<file path="config.mk">
export PLATFORM = sky130hd
export DESIGN_NAME = rwl_top
export DESIGN_NICKNAME = d
export VERILOG_FILES = /design/src/rwl_pkg.sv /design/src/rwl_viol_if.sv /design/src/rwl_guard.sv /design/src/rwl_top.sv
export VERILOG_INCLUDE_DIRS = /design/src
export SDC_FILE = /design/constraint.sdc
export NUM_CORES = 1
export LEC_CHECK = 0
export BUFFER_PORTS_ARGS = -buffer_cell sky130_fd_sc_hd__buf_2
export CAP_MARGIN = 20
export CORE_MARGIN = 4
export CORE_UTILIZATION = 40
export CTS_BUF_LIST = sky130_fd_sc_hd__clkbuf_4 sky130_fd_sc_hd__clkbuf_8
export DETAILED_ROUTE_END_ITERATION = 12
export PLACE_DENSITY_LB_ADDON = 0.15
export SYNTH_ARGS = -nofsm -noshare
export SYNTH_HDL_FRONTEND = slang
export SYNTH_SLANG_ARGS = --single-unit
</file>
<file path="constraint.sdc">
create_clock -name mclk_in -period 1.45 [get_ports mclk_in]
set_input_delay 0.2175 -clock mclk_in [delete_from_list [all_inputs] [get_ports mclk_in]]
set_output_delay 0.2175 -clock mclk_in [all_outputs]
set_load 0.05 [all_outputs]
</file>
<file path="src/rwl_regs.svh">
// Register offsets, field positions, reset values and key for the register write lock.
// Assumes byte addresses on a plain 32-bit register port.
`ifndef RWL_REGS_SVH
`define RWL_REGS_SVH
`define RWL_ADDR_W 32
`define RWL_OFF_CFG 32'h40080054
`define RWL_OFF_MODE 32'h400800E4
`define RWL_OFF_STATUS 32'h400800E8
`define RWL_OFF_IRQ_STAT 32'h400800F0
`define RWL_OFF_IRQ_MASK 32'h400800F4
`define RWL_BASE 32'h40080000
`define RWL_KEY 24'h4D4349
`define RWL_KEY_LSB 8
`define RWL_KEY_MSB 31
`define RWL_EN_BIT 0
`define RWL_VFLAG_BIT 0
`define RWL_VSRC_LSB 8
`define RWL_VSRC_MSB 23
`define RWL_CFG_MASK 32'h00001111
`define RWL_CFG_RESET 32'h00000000
`endif

</file>
<file path="src/rwl_pkg.sv">
// Types shared by the register write lock files.
// Assumes the constants header is included by each user.
package rwl_pkg;
  typedef enum logic [1:0] {
    RWL_OPEN = 2'b00,
    RWL_ARMED = 2'b01
  } rwl_state_t;
endpackage : rwl_pkg

</file>
<file path="src/rwl_viol_if.sv">
// Carries a refused-write event from the guard decoder to the top.
// Assumes a single clock domain.
`timescale 1ns/1ps
interface rwl_viol_if;
  logic hit;
  logic [15:0] offset;
  modport src (output hit, output offset);
  modport dst (input hit, input offset);
endinterface : rwl_viol_if

</file>
<file path="src/rwl_guard.sv">
// Combinational decoder that spots writes to the guarded configuration register.
// Assumes address and strobe are synchronous to the caller's clock.
`timescale 1ns/1ps
`include "rwl_regs.svh"
module rwl_guard
  import rwl_pkg::*;
(
  // Bus side
  input wire logic wr_in,
  input wire logic [31:0] addr_in,
  input wire logic armed_in,
  // Result
  output logic cfg_we_out,
  rwl_viol_if.src viol
);
  logic is_cfg;
  always_comb begin
    is_cfg = (addr_in == `RWL_OFF_CFG);
    cfg_we_out = wr_in && is_cfg && !armed_in;
    viol.hit = wr_in && is_cfg && armed_in;
    viol.offset = 16'(addr_in - `RWL_BASE);
  end
endmodule : rwl_guard

</file>
<file path="src/rwl_top.sv">
// Register write lock: keyed protection of the card host configuration register.
// Assumes a plain register port with one-cycle strobes and read data one cycle later.
// Notes on behaviour
// - Enable bit one with correct key in one write arms protection.
// - Enable bit zero with correct key in one write disarms protection.
// - Wrong key leaves enable unchanged; key field always reads zero.
// - Violation flag bit 0 sets on violation, clears when status is read.
// - Offending register offset captured in status bits 8 to 23.
// - Configuration register writes ignored while protection is armed.
`timescale 1ns/1ps
`include "rwl_regs.svh"
module rwl_top
  import rwl_pkg::*;
(
  // Clock and reset
  input wire logic mclk_in,
  input wire logic sys_rst_in,
  // Register port
  input wire logic [31:0] addr_in,
  input wire logic [31:0] wdata_in,
  input wire logic wr_in,
  input wire logic rd_in,
  output logic [31:0] rdata_out,
  // Block outputs
  output logic [31:0] cfg_out,
  output logic protect_enable_out,
  output logic irq_out
);
  rwl_state_t state_reg, state_next;
  logic [31:0] cfg_reg, cfg_next;
  logic violation_flag_reg, violation_flag_next;
  logic [15:0] violation_source_offset_reg, violation_source_offset_next;
  logic irq_stat_reg, irq_stat_next;
  logic irq_mask_reg, irq_mask_next;
  logic irq_reg, irq_next;
  logic protect_enable_reg, protect_enable_next;
  logic [31:0] rdata_reg, rdata_next;
  logic cfg_we;
  logic key_ok;
  rwl_viol_if viol_bus ();

  rwl_guard u_guard (
    .wr_in(wr_in),
    .addr_in(addr_in),
    .armed_in(state_reg == RWL_ARMED),
    .cfg_we_out(cfg_we),
    .viol(viol_bus.src)
  );

  assign key_ok = (wdata_in[`RWL_KEY_MSB:`RWL_KEY_LSB] == `RWL_KEY);

  always_comb begin
    state_next = state_reg;
    cfg_next = cfg_reg;
    violation_flag_next = violation_flag_reg;
    violation_source_offset_next = violation_source_offset_reg;
    irq_stat_next = irq_stat_reg;
    irq_mask_next = irq_mask_reg;
    rdata_next = 32'h00000000;
    if (wr_in && addr_in == `RWL_OFF_MODE && key_ok) begin
      state_next = wdata_in[`RWL_EN_BIT] ? RWL_ARMED : RWL_OPEN;
    end
    if (cfg_we) begin
      cfg_next = wdata_in & `RWL_CFG_MASK;
    end
    if (rd_in) begin
      case (addr_in)
        `RWL_OFF_CFG: rdata_next = cfg_reg;
        `RWL_OFF_MODE: rdata_next = {31'h00000000, state_reg == RWL_ARMED};
        `RWL_OFF_STATUS: begin
          rdata_next = {8'h00, violation_source_offset_reg, 7'h00, violation_flag_reg};
          violation_flag_next = 1'b0;
        end
        `RWL_OFF_IRQ_STAT: rdata_next = {31'h00000000, irq_stat_reg};
        `RWL_OFF_IRQ_MASK: rdata_next = {31'h00000000, irq_mask_reg};
        default: rdata_next = 32'h00000000;
      endcase
    end
    if (wr_in && addr_in == `RWL_OFF_IRQ_STAT && wdata_in[0]) begin
      irq_stat_next = 1'b0;
    end
    if (wr_in && addr_in == `RWL_OFF_IRQ_MASK) begin
      irq_mask_next = wdata_in[0];
    end
    // Set wins over a clear in the same cycle so no violation is lost.
    if (viol_bus.hit) begin
      violation_flag_next = 1'b1;
      violation_source_offset_next = viol_bus.offset;
      irq_stat_next = 1'b1;
    end
    irq_next = irq_stat_next && irq_mask_next;
    protect_enable_next = (state_next == RWL_ARMED);
  end

  always_ff @(posedge mclk_in) begin
    if (sys_rst_in) begin
      state_reg <= RWL_OPEN;
      cfg_reg <= `RWL_CFG_RESET;
      violation_flag_reg <= 1'b0;
      violation_source_offset_reg <= 16'h0000;
      irq_stat_reg <= 1'b0;
      irq_mask_reg <= 1'b0;
      irq_reg <= 1'b0;
      protect_enable_reg <= 1'b0;
      rdata_reg <= 32'h00000000;
    end else begin
      state_reg <= state_next;
      cfg_reg <= cfg_next;
      violation_flag_reg <= violation_flag_next;
      violation_source_offset_reg <= violation_source_offset_next;
      irq_stat_reg <= irq_stat_next;
      irq_mask_reg <= irq_mask_next;
      irq_reg <= irq_next;
      protect_enable_reg <= protect_enable_next;
      rdata_reg <= rdata_next;
    end
  end

  assign rdata_out = rdata_reg;
  assign cfg_out = cfg_reg;
  assign protect_enable_out = protect_enable_reg;
  assign irq_out = irq_reg;
endmodule : rwl_top

</file>
; Word-level counts from Yosys, hierarchy flattened
; Index checks and enable logic that the tools add are counted.
[word_totals]
register_bits = 59
input_bits = 68
output_inout_bits = 66
word_cells = 42
[op_classes]
addsub = 1
eq_ne = 8
muxes = 9
bitwise_logic = 1
n_reduce_logical = 14
[op_table]
columns = cell, count
row1 = "32-bit by 31-bit equality test with 1-bit output, second input constant", 5
row2 = 24-bit case mux with 5 select lines, 1
row3 = "24-bit by 23-bit equality test with 1-bit output, second input constant", 1
row4 = "16-bit by 1-bit subtractor with 16-bit output, second input constant", 1
row5 = 1-bit logical AND, 9
row6 = 1-bit two-way mux, 7
row7 = "2-bit by 1-bit equality test with 1-bit output, second input constant", 2
row8 = 2-bit nonzero test, 2
row9 = 2-bit two-way mux, 1
row10 = 2-bit AND reduction, 1
row11 = 2-bit OR reduction, 1
row12 = 1-bit logical NOT, 1
row13 = 1-bit inverter, 1

; Depth between registers and ports, before layout
; Gate-level depths: netlist of run 1.
[logic_depth]
word_depth = 6
ltp_mapped = 6
mapped_depth_nobuf = 5

; Hierarchy
; A second synthesis of run 1 with hierarchy kept.
[hier_totals]
cells_unflattened = 251
hier_area_um2 = 2376.0
[by_module_without_submodules]
columns = mod, n_inst, cells_per_inst, area_each_um2, seq_area_each_um2
row1 = rwl_top, 1, 220, 2147.1, 900.9
row2 = rwl_guard, 1, 31, 229.0, 0.0

; Worst setup path after synthesis of run 1
; OpenSTA, ideal clock, no wires.
[synth_path]
path_kind = input port to flip-flop
start = in addr_in[21]
end = reg cfg_reg[12], in the netlist cfg_out[12]
setup_time_ps = 128
t_arrival_ps = 1314
t_required_ps = 1322
setup_slack_ps = 8
cell_stages = 5
n_path_buf = 0
path_cell_list = nor4_1 -> nand3_2 -> nor3_4 -> mux2i_1 -> nor2_1
[synth_between]
elab_chain_cells = 3
[synth_rtl]
columns = element, line
row1 = "start, declared", rwl_top.sv:19  ; input wire logic [31:0] addr_in,
row2 = 32-bit by 31-bit equality test with 1-bit output, n/a
row3 = 1-bit logical AND (2 in a row), rwl_guard.sv:19  ; cfg_we_out = wr_in && is_cfg && !armed_in;
row4 = "end signal, assigned", rwl_top.sv:98  ; cfg_reg <= `RWL_CFG_RESET;
row5 = "end signal, assigned", rwl_top.sv:108  ; cfg_reg <= cfg_next;
row6 = "end, declared", rwl_top.sv:30  ; logic [31:0] cfg_reg, cfg_next;
; No other way between the ends.
; A chain may end at the register's enable or synchronous reset.

; Worst setup path in the final report of run 1
[layout_path]
start = in addr_in[1]
end = reg cfg_reg[4], in the netlist cfg_out[4]
; Same word-level chain as after synthesis.

==> results of run 1 <==
==> Yosys cell counts, types with 2 or more instances <==
cell type | instances | area [um^2]
a21oi_1 | 6 | 30.0
a311o_1 | 2 | 20.0
a32oi_1 | 2 | 17.5
and2_1 | 28 | 175
and4b_1 | 2 | 20.0
buf_4 | 43 | 323
buf_6 | 2 | 22.5
clkbuf_1 | 2 | 7.51
dfxtp_1 | 45 | 901
inv_1 | 6 | 22.5
mux2i_1 | 5 | 50.1
nand2_1 | 4 | 15.0
nand3b_1 | 2 | 15.0
nand4_1 | 6 | 37.5
nand4_4 | 2 | 42.5
nor2_1 | 13 | 48.8
nor2b_1 | 2 | 12.5
nor3_1 | 4 | 20.0
nor4_1 | 2 | 12.5
nor4_4 | 2 | 42.5
nor4b_1 | 3 | 26.3
nor4b_4 | 2 | 47.6
==> metal layers <==
metal / global-route usage, % / vias up / share of wire (%)
met2: 24.3 / 80 / 48
met3: 4.88 / 4 / 9.3
met5: 0 / - / 0
met1: 16.4 / 753 / 41
li1: - / 858 / -
met4: 3.38 / 0 / 0.70
==> worst reg2reg max path, stage by stage (launching register included) <==
cell and delay (ps):
dfxtp_2 350, nand2b_4 130, nand4_1 150, nor3_4 340, mux2i_1 240, nor2_1 60
==> path summary, 6_finish.rpt <==
path         depth (start not counted)                           start  slack (ps)                        endpoint
min                                  3                     wdata_in[4]         180                      cfg_out[4]
max reg2reg                          5                    state_reg[1]          90                      cfg_out[4]
max                                  6                      addr_in[1]          80                      cfg_out[4]
min reg2reg                          2  violation_source_offset_reg[2]         440  violation_source_offset_reg[2]
==> repair_timing <==
| action | CTS | global route |
|---|---|---|
| setup endpoints to repair | 0 | 27 |
| setup buffers | 0 | 1 |
| resized for setup | 0 | 7 |
| hold endpoints to repair | 0 | 0 |
| hold buffers | 0 | 0 |
==> metrics by stage <==
stage | instances | hold WS (ps) | TNS (ps)
after global routing | 387 | 175 | -21.4
after global placement | 378 | 428 | -7510
after floorplan | 252 | 365 | 0
after detailed placement | 378 | 430 | -8330
final | 387 | 179 | 0
after CTS | 386 | 151 | 0
==> placed cells by master (no fill, tap or decap), types with 2 or more instances in the layout <==
cell type	instances
clkbuf_8	5
buf_4	20
nor3_1	4
and2_1	28
inv_1	6
dfxtp_1	44
nand4_1	6
nor4b_4	2
a311o_1	2
a21oi_1	6
buf_2	82
nor4_1	2
nand4_4	2
clkinv_4	2
nor4b_1	3
buf_6	3
nand3b_1	2
nor4_4	2
conb_1	42
nor2_1	12
and4b_1	2
mux2i_1	5
a32oi_1	2
nor2b_1	2
nand2_1	4
==> power by group <==
part           total [mW]    switching, mW  leakage (nW)  internal, mW
sequential           1.23  0.0000000000195         0.363          1.23
clock               0.760            0.418        0.0481         0.342
combinational       0.422            0.319         0.890         0.103
total                2.42            0.737          1.30          1.68
==> layout make-up <==
type | instances | area, um^2 | share of cell area [%]
Multi-Input combinational cell | 153 | 1040 | 38.1
Sequential cell | 45 | 902 | 32.9
Clock buffer | 5 | 68.8 | 2.51
Clock inverter | 3 | 22.5 | 0.821
Tap cell | 70 | 87.6 | 3.19
Timing Repair Buffer | 105 | 594 | 21.7
Inverter | 6 | 22.5 | 0.821
==> cell families after synthesis <==
group / Yosys count / share of synthesized area (%)
and+or+nand+nor: 87 / 30.8
other: 1 / 0.174
AOI/OAI and AO/OA: 19 / 7.26
muxes: 5 / 2.32
buffers and inverters: 54 / 17.7
DFF: 45 / 41.8
==> results.toml, run 1 <==
[final_layout]
syn2layout_area_growth_pct = 27.3
antenna_cells = 0
final_util_pct = 53.0
drive_gt1_share_pct = 41.6
largest_register_ffs = 18
design_area_um2 = 2740
fill_cells = 483
nNetsFinal = 384

[power_and_ir_drop]
peakVddDrop_uv = 468
leakage_nw = 1.30
power_density_nw_per_um2 = 881
power.total_mw = 2.42

[routing]
via_per_inst = 4.38
drt_iter0_drc = 49
vias = 1695
wl_per_cell_um = 11.9
drt-pass1-iter-count = 4
post-route-drc-count = 0
drt.antenna.violating_nets = 0
wl_um = 4590

[placed_design]
dpl_cell_area_um2 = 2610
place.gp.congestion = 0.784
dp_hpwl_um = 3820
dp_slack_ps = -257
portBuffers = 85

[synthesis]
synth_area_per_cell_um2 = 10.2
ys_warn_count = 0
synthDistinctLibCells = 48
syn_area_um2 = 2150
synth_edf_count = 0
netlist_instances = 211
synth-seq-area-share_pct = 41.8
async_flop_share_pct = 0
ys.flop_type = "dfxtp_1"
ys_ff_latch = 45

[clock_tree]
clockBufferDepth = 2
h-tree-depth = 2
clock_sinks = 45
cts_tree = "yes"
clock_latency_ps = 290
clockRootBuffer = "clkbuf_8"
clkTransAtPathRegs_ps = 80
cts_buffers = 5

[timing]
rsz0062_at_grt = "yes"
setup_viol = 0
period_needed_ps = 1370
final.setup_skew_ps = 4.16
timing.fmax_ghz = 0.730
fin_ws_ps = 80.0
hold_viol_final = 0
finalCritPeriodShare_pct = 94.5
drv_slew = 0

[floorplan]
die_area_um2 = 6620
fp.dieH_um = 81.4
start_util_pct = 41.7
fp.dieW_um = 81.4
core-area_um2 = 5170
pin_count = 134
row_count = 26

[worst_setup_path]
crit_buf_inv = 1
path_delay_family = "simple AND/OR/NAND/NOR gates"
criticalPathCategory = "in2reg"
crit_chain = "buf_2 > nor4b_4 > nand4_4 > nor3_4 > mux2i_1 > nor2_1"
cpMaxStageDelayCell = "nor3_4"
cp.arrival_ps = 1560
slowest_delay_ps = 380
required_ps = 1640
crit_path_end_kind = "register"
crit_fanout = 6
start_kind = "primary input"

[global_routing]
grt_pass1_vias = 1599
antenna_found_initial = 0
grt_usage_pct = 14.0
grt_max_degree = 17
grt-ovfl-total = 0
grt_first_pass_wirelength_um = 7110

[worst_hold_path]
min_path_type = "in2reg"

[run]
cap_violations = 0

[status]
status = "complete, no violations"
No activity file was read; power rests on OpenSTA's default activity.
==> run 2: changes to the inputs <==
--- a/config.mk
+++ b/config.mk
@@ -8,6 +8,7 @@
 export LEC_CHECK = 0
 export BUFFER_PORTS_ARGS = -buffer_cell sky130_fd_sc_hd__buf_2
 export CAP_MARGIN = 20
+export CORE_ASPECT_RATIO = 1.1
 export CORE_MARGIN = 4
 export CORE_UTILIZATION = 40
 export CTS_BUF_LIST = sky130_fd_sc_hd__clkbuf_4 sky130_fd_sc_hd__clkbuf_8
==> run 2 against run 1 <==
Compared with the run above:
- combinational power hardly changed
- setup slack better by 34 ps
- non-clock buffer count is 3 higher
- critical path type unchanged
==> results.toml, run 2 (same netlist as run 1, synthesis figures left out) <==
[status]
status = "complete, no violations"

[final_layout]
drive_gt1_share_pct = 42.2
layout_commonest_cell = "buf_2"
largest_register_ffs = 18
antenna_cells = 0
layout_common_cells = "buf_2 (85), dfxtp_1 (44), conb_1 (42)"
nNetsFinal = 387
syn2layout_area_growth_pct = 27.9

[timing]
drv_slew = 0
period_needed_ps = 1340
tns_ps = 0
setup_viol = 0
rsz0062_at_grt = "no"
timing.fmax_ghz = 0.748
whs_ps = 162
finalCritPeriodShare_pct = 92.2
final.setup_skew_ps = 8.99
hold_viol_final = 0

[worst_setup_path]
cpMaxStageDelayCell = "nor3_4"
r2r_end = "cfg_out[12]"
crit_fanout = 6
crit_buf_inv = 1
slowest_delay_ps = 370
cp.arrival_ps = 1530
r2r_setup_slack_ps = 120
crit_path_end_kind = "register"
required_ps = 1640
crit_chain = "buf_2 > nor4_4 > nand4_4 > nor3_4 > mux2i_1 > nor2_1"
start_kind = "primary input"
path_depth = 6
path_delay_family = "simple AND/OR/NAND/NOR gates"
criticalPathCategory = "in2reg"
r2r_start = "state_reg[1]"
r2r_cells = 5

[routing]
drt-pass1-iter-count = 4
via_per_inst = 4.30
drt_iter0_drc = 45
post-route-drc-count = 0
wl_met2_um = 2150
wl_um = 4390
wl_per_cell_um = 11.2
wl_met3_um = 364
top_layer = "met4"
drt.antenna.violating_nets = 0
wl_met1_um = 1830
vias = 1687

[global_routing]
antenna_found_initial = 0
grt_first_pass_wirelength_um = 6960
grt-ovfl-total = 0
grt_pass1_vias = 1617
grt_max_degree = 17
grt_usage_pct = 13.0

[worst_hold_path]
hp-start = "wdata_in[4]"
min_path_type = "in2reg"
min_delay_worst_endpoint = "cfg_out[4]"
hold_path_depth = 3

[floorplan]
die_area_um2 = 6630
start_util_pct = 42.2
row_count = 27
core-area_um2 = 5100
pin_count = 134
fp.dieH_um = 85.0
fp.dieW_um = 78.0

[clock_tree]
h-tree-depth = 2
clock_sinks = 45
clkTransAtPathRegs_ps = 80
cts_buffers = 5
clockRootBuffer = "clkbuf_8"
clockBufferDepth = 2
hold_buffers = 0
cts_tree = "yes"
clock_latency_ps = 300

[placed_design]
portBuffers = 85
dp_hpwl_um = 3670
place.gp.congestion = 0.807

[power_and_ir_drop]
peakVddDrop_uv = 483
power_density_nw_per_um2 = 878
leakage_nw = 1.31
power.total_mw = 2.42

[run]
cap_violations = 0
run 2: what timing repair did:
action                                  4_1_cts  5_1_grt
endpoints found under the setup margin        0       12
resized for setup                             0        3
setup buffers                                 0        1
run 2: stage by stage:
stage          util (%)  worst slack (ps)  cell area, um^2  std cells
2_1_floorplan         -              8.30             2310        252
3_3_place_gp       51.8              -225             2640        383
3_5_place_dp       51.8              -262             2640        383
4_1_cts            53.6              58.4             2730        391
5_1_grt            54.0              6.10             2760        392
6_report           54.0               114             2760        392
run 2: area by class of cell:
type                       count  area (um^2)
clock buffer                   5         68.8
clock inverter                 3         21.3
fill                         463         2350
inverter                       6         22.5
multi-input combinational    153         1040
sequential                    45          902
tap                           72         90.1
timing repair buffer         108          611
run 2: report_power, final:
group / internal (mW) / leakage, nW / switching [mW]
clock network: 0.342 / 0.0445 / 0.423
logic: 0.103 / 0.904 / 0.318
registers: 1.23 / 0.363 / 0.0000000000202
run 2: worst register-to-register path: stages, from the launching register on:
cell and delay, ps:
dfxtp_2 350, nand2b_4 130, nand4_1 140, nor3_4 330
mux2i_1 220, nor2_1 50
run 2: how the worst max path moves through the flow:
| stage | slack, ps | endpoint | from |
|---|---|---|---|
| floorplan | 8 | cfg_out[12] | addr_in[21] |
| global route | 6 | cfg_out[4] | addr_in[11] |
| detailed placement | -260 | cfg_out[12] | addr_in[21] |
| global placement | -220 | protect_enable_out | addr_in[21] |
| finish | 110 | cfg_out[12] | addr_in[9] |
| CTS | 60 | irq_out | addr_in[21] |
run 2: metal layers:
metal	track usage, %	vias up
met2	23.2	75
met3	3.40	6
li1	-	858
met1	15.4	748
met5	0	-
met4	3.34	0
==> run 3: changes to the inputs <==
--- a/config.mk
+++ b/config.mk
@@ -6,7 +6,7 @@
 export SDC_FILE = /design/constraint.sdc
 export NUM_CORES = 1
 export LEC_CHECK = 0
-export BUFFER_PORTS_ARGS = -buffer_cell sky130_fd_sc_hd__buf_2
+export BUFFER_PORTS_ARGS = -buffer_cell sky130_fd_sc_hd__buf_4
 export CAP_MARGIN = 20
 export CORE_ASPECT_RATIO = 1.1
 export CORE_MARGIN = 4
==> run 3 against run 2 <==
Compared with the run above:
- critical path depth grew 1
- hold slack gained 12 ps
- sequential share of layout area shrank 2.2 points
- largest cell class unchanged
- highest routed layer unchanged
==> results.toml, run 3 (same netlist as run 1, synthesis figures left out) <==
[final_layout]
layout_commonest_cell = "buf_4"
fill_cells = 449
stdcell_count = 389
layout_common_cells = "buf_4 (104), dfxtp_1 (45), conb_1 (42)"
antenna_cells = 0
drive_gt1_share_pct = 41.3
syn2layout_area_growth_pct = 36.7
largest_register_ffs = 18
nNetsFinal = 384
design_area_um2 = 2950

[worst_setup_path]
cpMostUsedCell = "buf_4"
slowest_delay_ps = 310
r2r_start = "state_reg[1]"
cpMaxStageDelayCell = "nor4_2"
crit_path_end_kind = "register"
crit_chain = "buf_4 > and4b_1 > nand3b_1 > nor4_2 > buf_4 > a311o_1 > nand2_1"
criticalPathCategory = "in2reg"
r2r_cells = 5
cp.arrival_ps = 1520
crit_fanout = 4
start_kind = "primary input"
r2r_end = "cfg_out[0]"
required_ps = 1610
path_delay_family = "simple AND/OR/NAND/NOR gates"
crit_buf_inv = 2
r2r_setup_slack_ps = 90

[placed_design]
portBuffers = 85
place.gp.congestion = 0.851
dpl_cell_area_um2 = 2830
dp_hpwl_um = 3760
dp.cells = 380

[floorplan]
pin_count = 134
core-area_um2 = 5100
fp.dieW_um = 78.0
die_area_um2 = 6630
fp.dieH_um = 85.0
start_util_pct = 42.2
row_count = 27

[power_and_ir_drop]
power.switching_mw = 0.721
p_clk_share_pct = 30.5
power_frac_comb_pct = 18.9
p_int_mw = 1.72
switching_share_pct = 29.5
peakVddDrop_uv = 514
leakage_nw = 1.35
pwr-share-seq_pct = 50.5
power_density_nw_per_um2 = 829

[worst_hold_path]
min_path_type = "in2reg"
min_delay_worst_endpoint = "cfg_out[8]"
hp-start = "wdata_in[8]"
hold_path_depth = 3

[timing]
final.setup_skew_ps = 9.17
drv_slew = 0
hold_viol_final = 0
finalCritPeriodShare_pct = 93.8
period_needed_ps = 1360
setup_viol = 0
timing.fmax_ghz = 0.735

[global_routing]
grt_pass1_vias = 1651
grt_first_pass_wirelength_um = 7230
grt_max_degree = 17
grt-ovfl-total = 0
antenna_found_initial = 0
grt_usage_pct = 13.4

[routing]
drt_iter0_drc = 37
via_per_inst = 4.38
drt-pass1-iter-count = 4
wl_per_cell_um = 11.5
post-route-drc-count = 0
wl_um = 4490
drt.antenna.violating_nets = 0
vias = 1703

[clock_tree]
h-tree-depth = 2
clkTransAtPathRegs_ps = 80
clockRootBuffer = "clkbuf_8"
clock_sinks = 45
clockBufferDepth = 2
clock_latency_ps = 290
cts_tree = "yes"
hold_buffers = 0
cts_buffers = 5

[status]
status = "complete, no violations"

[run]
cap_violations = 0
## run 3: worst register-to-register path, delay by kind of cell (launching register included)
family | cells | cell delay (ps)
flops | 1 | 360
mux | 1 | 240
simple gates | 4 | 660
## run 3: timing repair
action | in CTS | in global routing
buffers inserted | 0 | 1
endpoints found under the setup margin | 0 | 10
resized for setup | 0 | 2
hold endpoints to repair | 0 | 0
## run 3: power by group through the flow
| stage | Sequential [mW] | Clock, mW | Combinational (mW) |
|---|---|---|---|
| 6_report | 1.23 | 0.746 | 0.463 |
| 5_1_grt | 1.23 | 0.830 | 0.487 |
| 4_1_cts | 1.23 | 0.781 | 0.461 |
| 3_5_place_dp | 1.26 | 0 | 0.461 |
| 3_3_place_gp | 1.26 | 0 | 0.458 |
| 2_1_floorplan | 1.26 | 0 | 0.375 |
## run 3: how the worst max path moves through the flow
stage | startpoint | end | slack, ps | depth (start not counted)
finish | addr_in[4] | protect_enable_out | 90 | 7
global route | state_reg[1] | cfg_out[4] | -0.04 | 5
CTS | addr_in[24] | cfg_out[0] | 30 | 6
detailed placement | addr_in[24] | cfg_out[0] | -290 | 6
global placement | addr_in[21] | cfg_out[8] | -230 | 6
floorplan | addr_in[21] | cfg_out[12] | 8 | 5
## run 3: layer usage
metal	GRT usage [%]	vias to the layer above	part of all wire, %
li1	-	856	-
met3	2.87	7	9.2
met2	23.8	78	51
met5	0	-	0
met4	4.77	0	1.4
met1	15.9	762	38
## run 3: through the flow
| step | worst slack [ps] | hold WS (ps) | util [%] | setup TNS (ps) | power (mW) |
|---|---|---|---|---|---|
| 2_1_floorplan | 8.30 | 365 | - | 0 | 1.64 |
| 3_3_place_gp | -229 | 428 | 55.6 | -7860 | 1.72 |
| 3_5_place_dp | -288 | 429 | 55.6 | -8610 | 1.72 |
| 4_1_cts | 32.1 | 164 | 57.3 | 0 | 2.48 |
| 5_1_grt | -0.0437 | 183 | 57.7 | -0.0437 | 2.55 |
| 6_report | 90.0 | 173 | 57.7 | 0 | 2.44 |
## run 3: final cells by class
type,count,area [um^2],share of cell area (%)
Clock buffer,5,68.8,2.34
Clock inverter,3,22.5,0.765
Inverter,6,22.5,0.765
Multi-Input combinational cell,153,1040,35.3
Sequential cell,45,901,30.6
Tap cell,72,90.1,3.06
Timing Repair Buffer,105,801,27.2
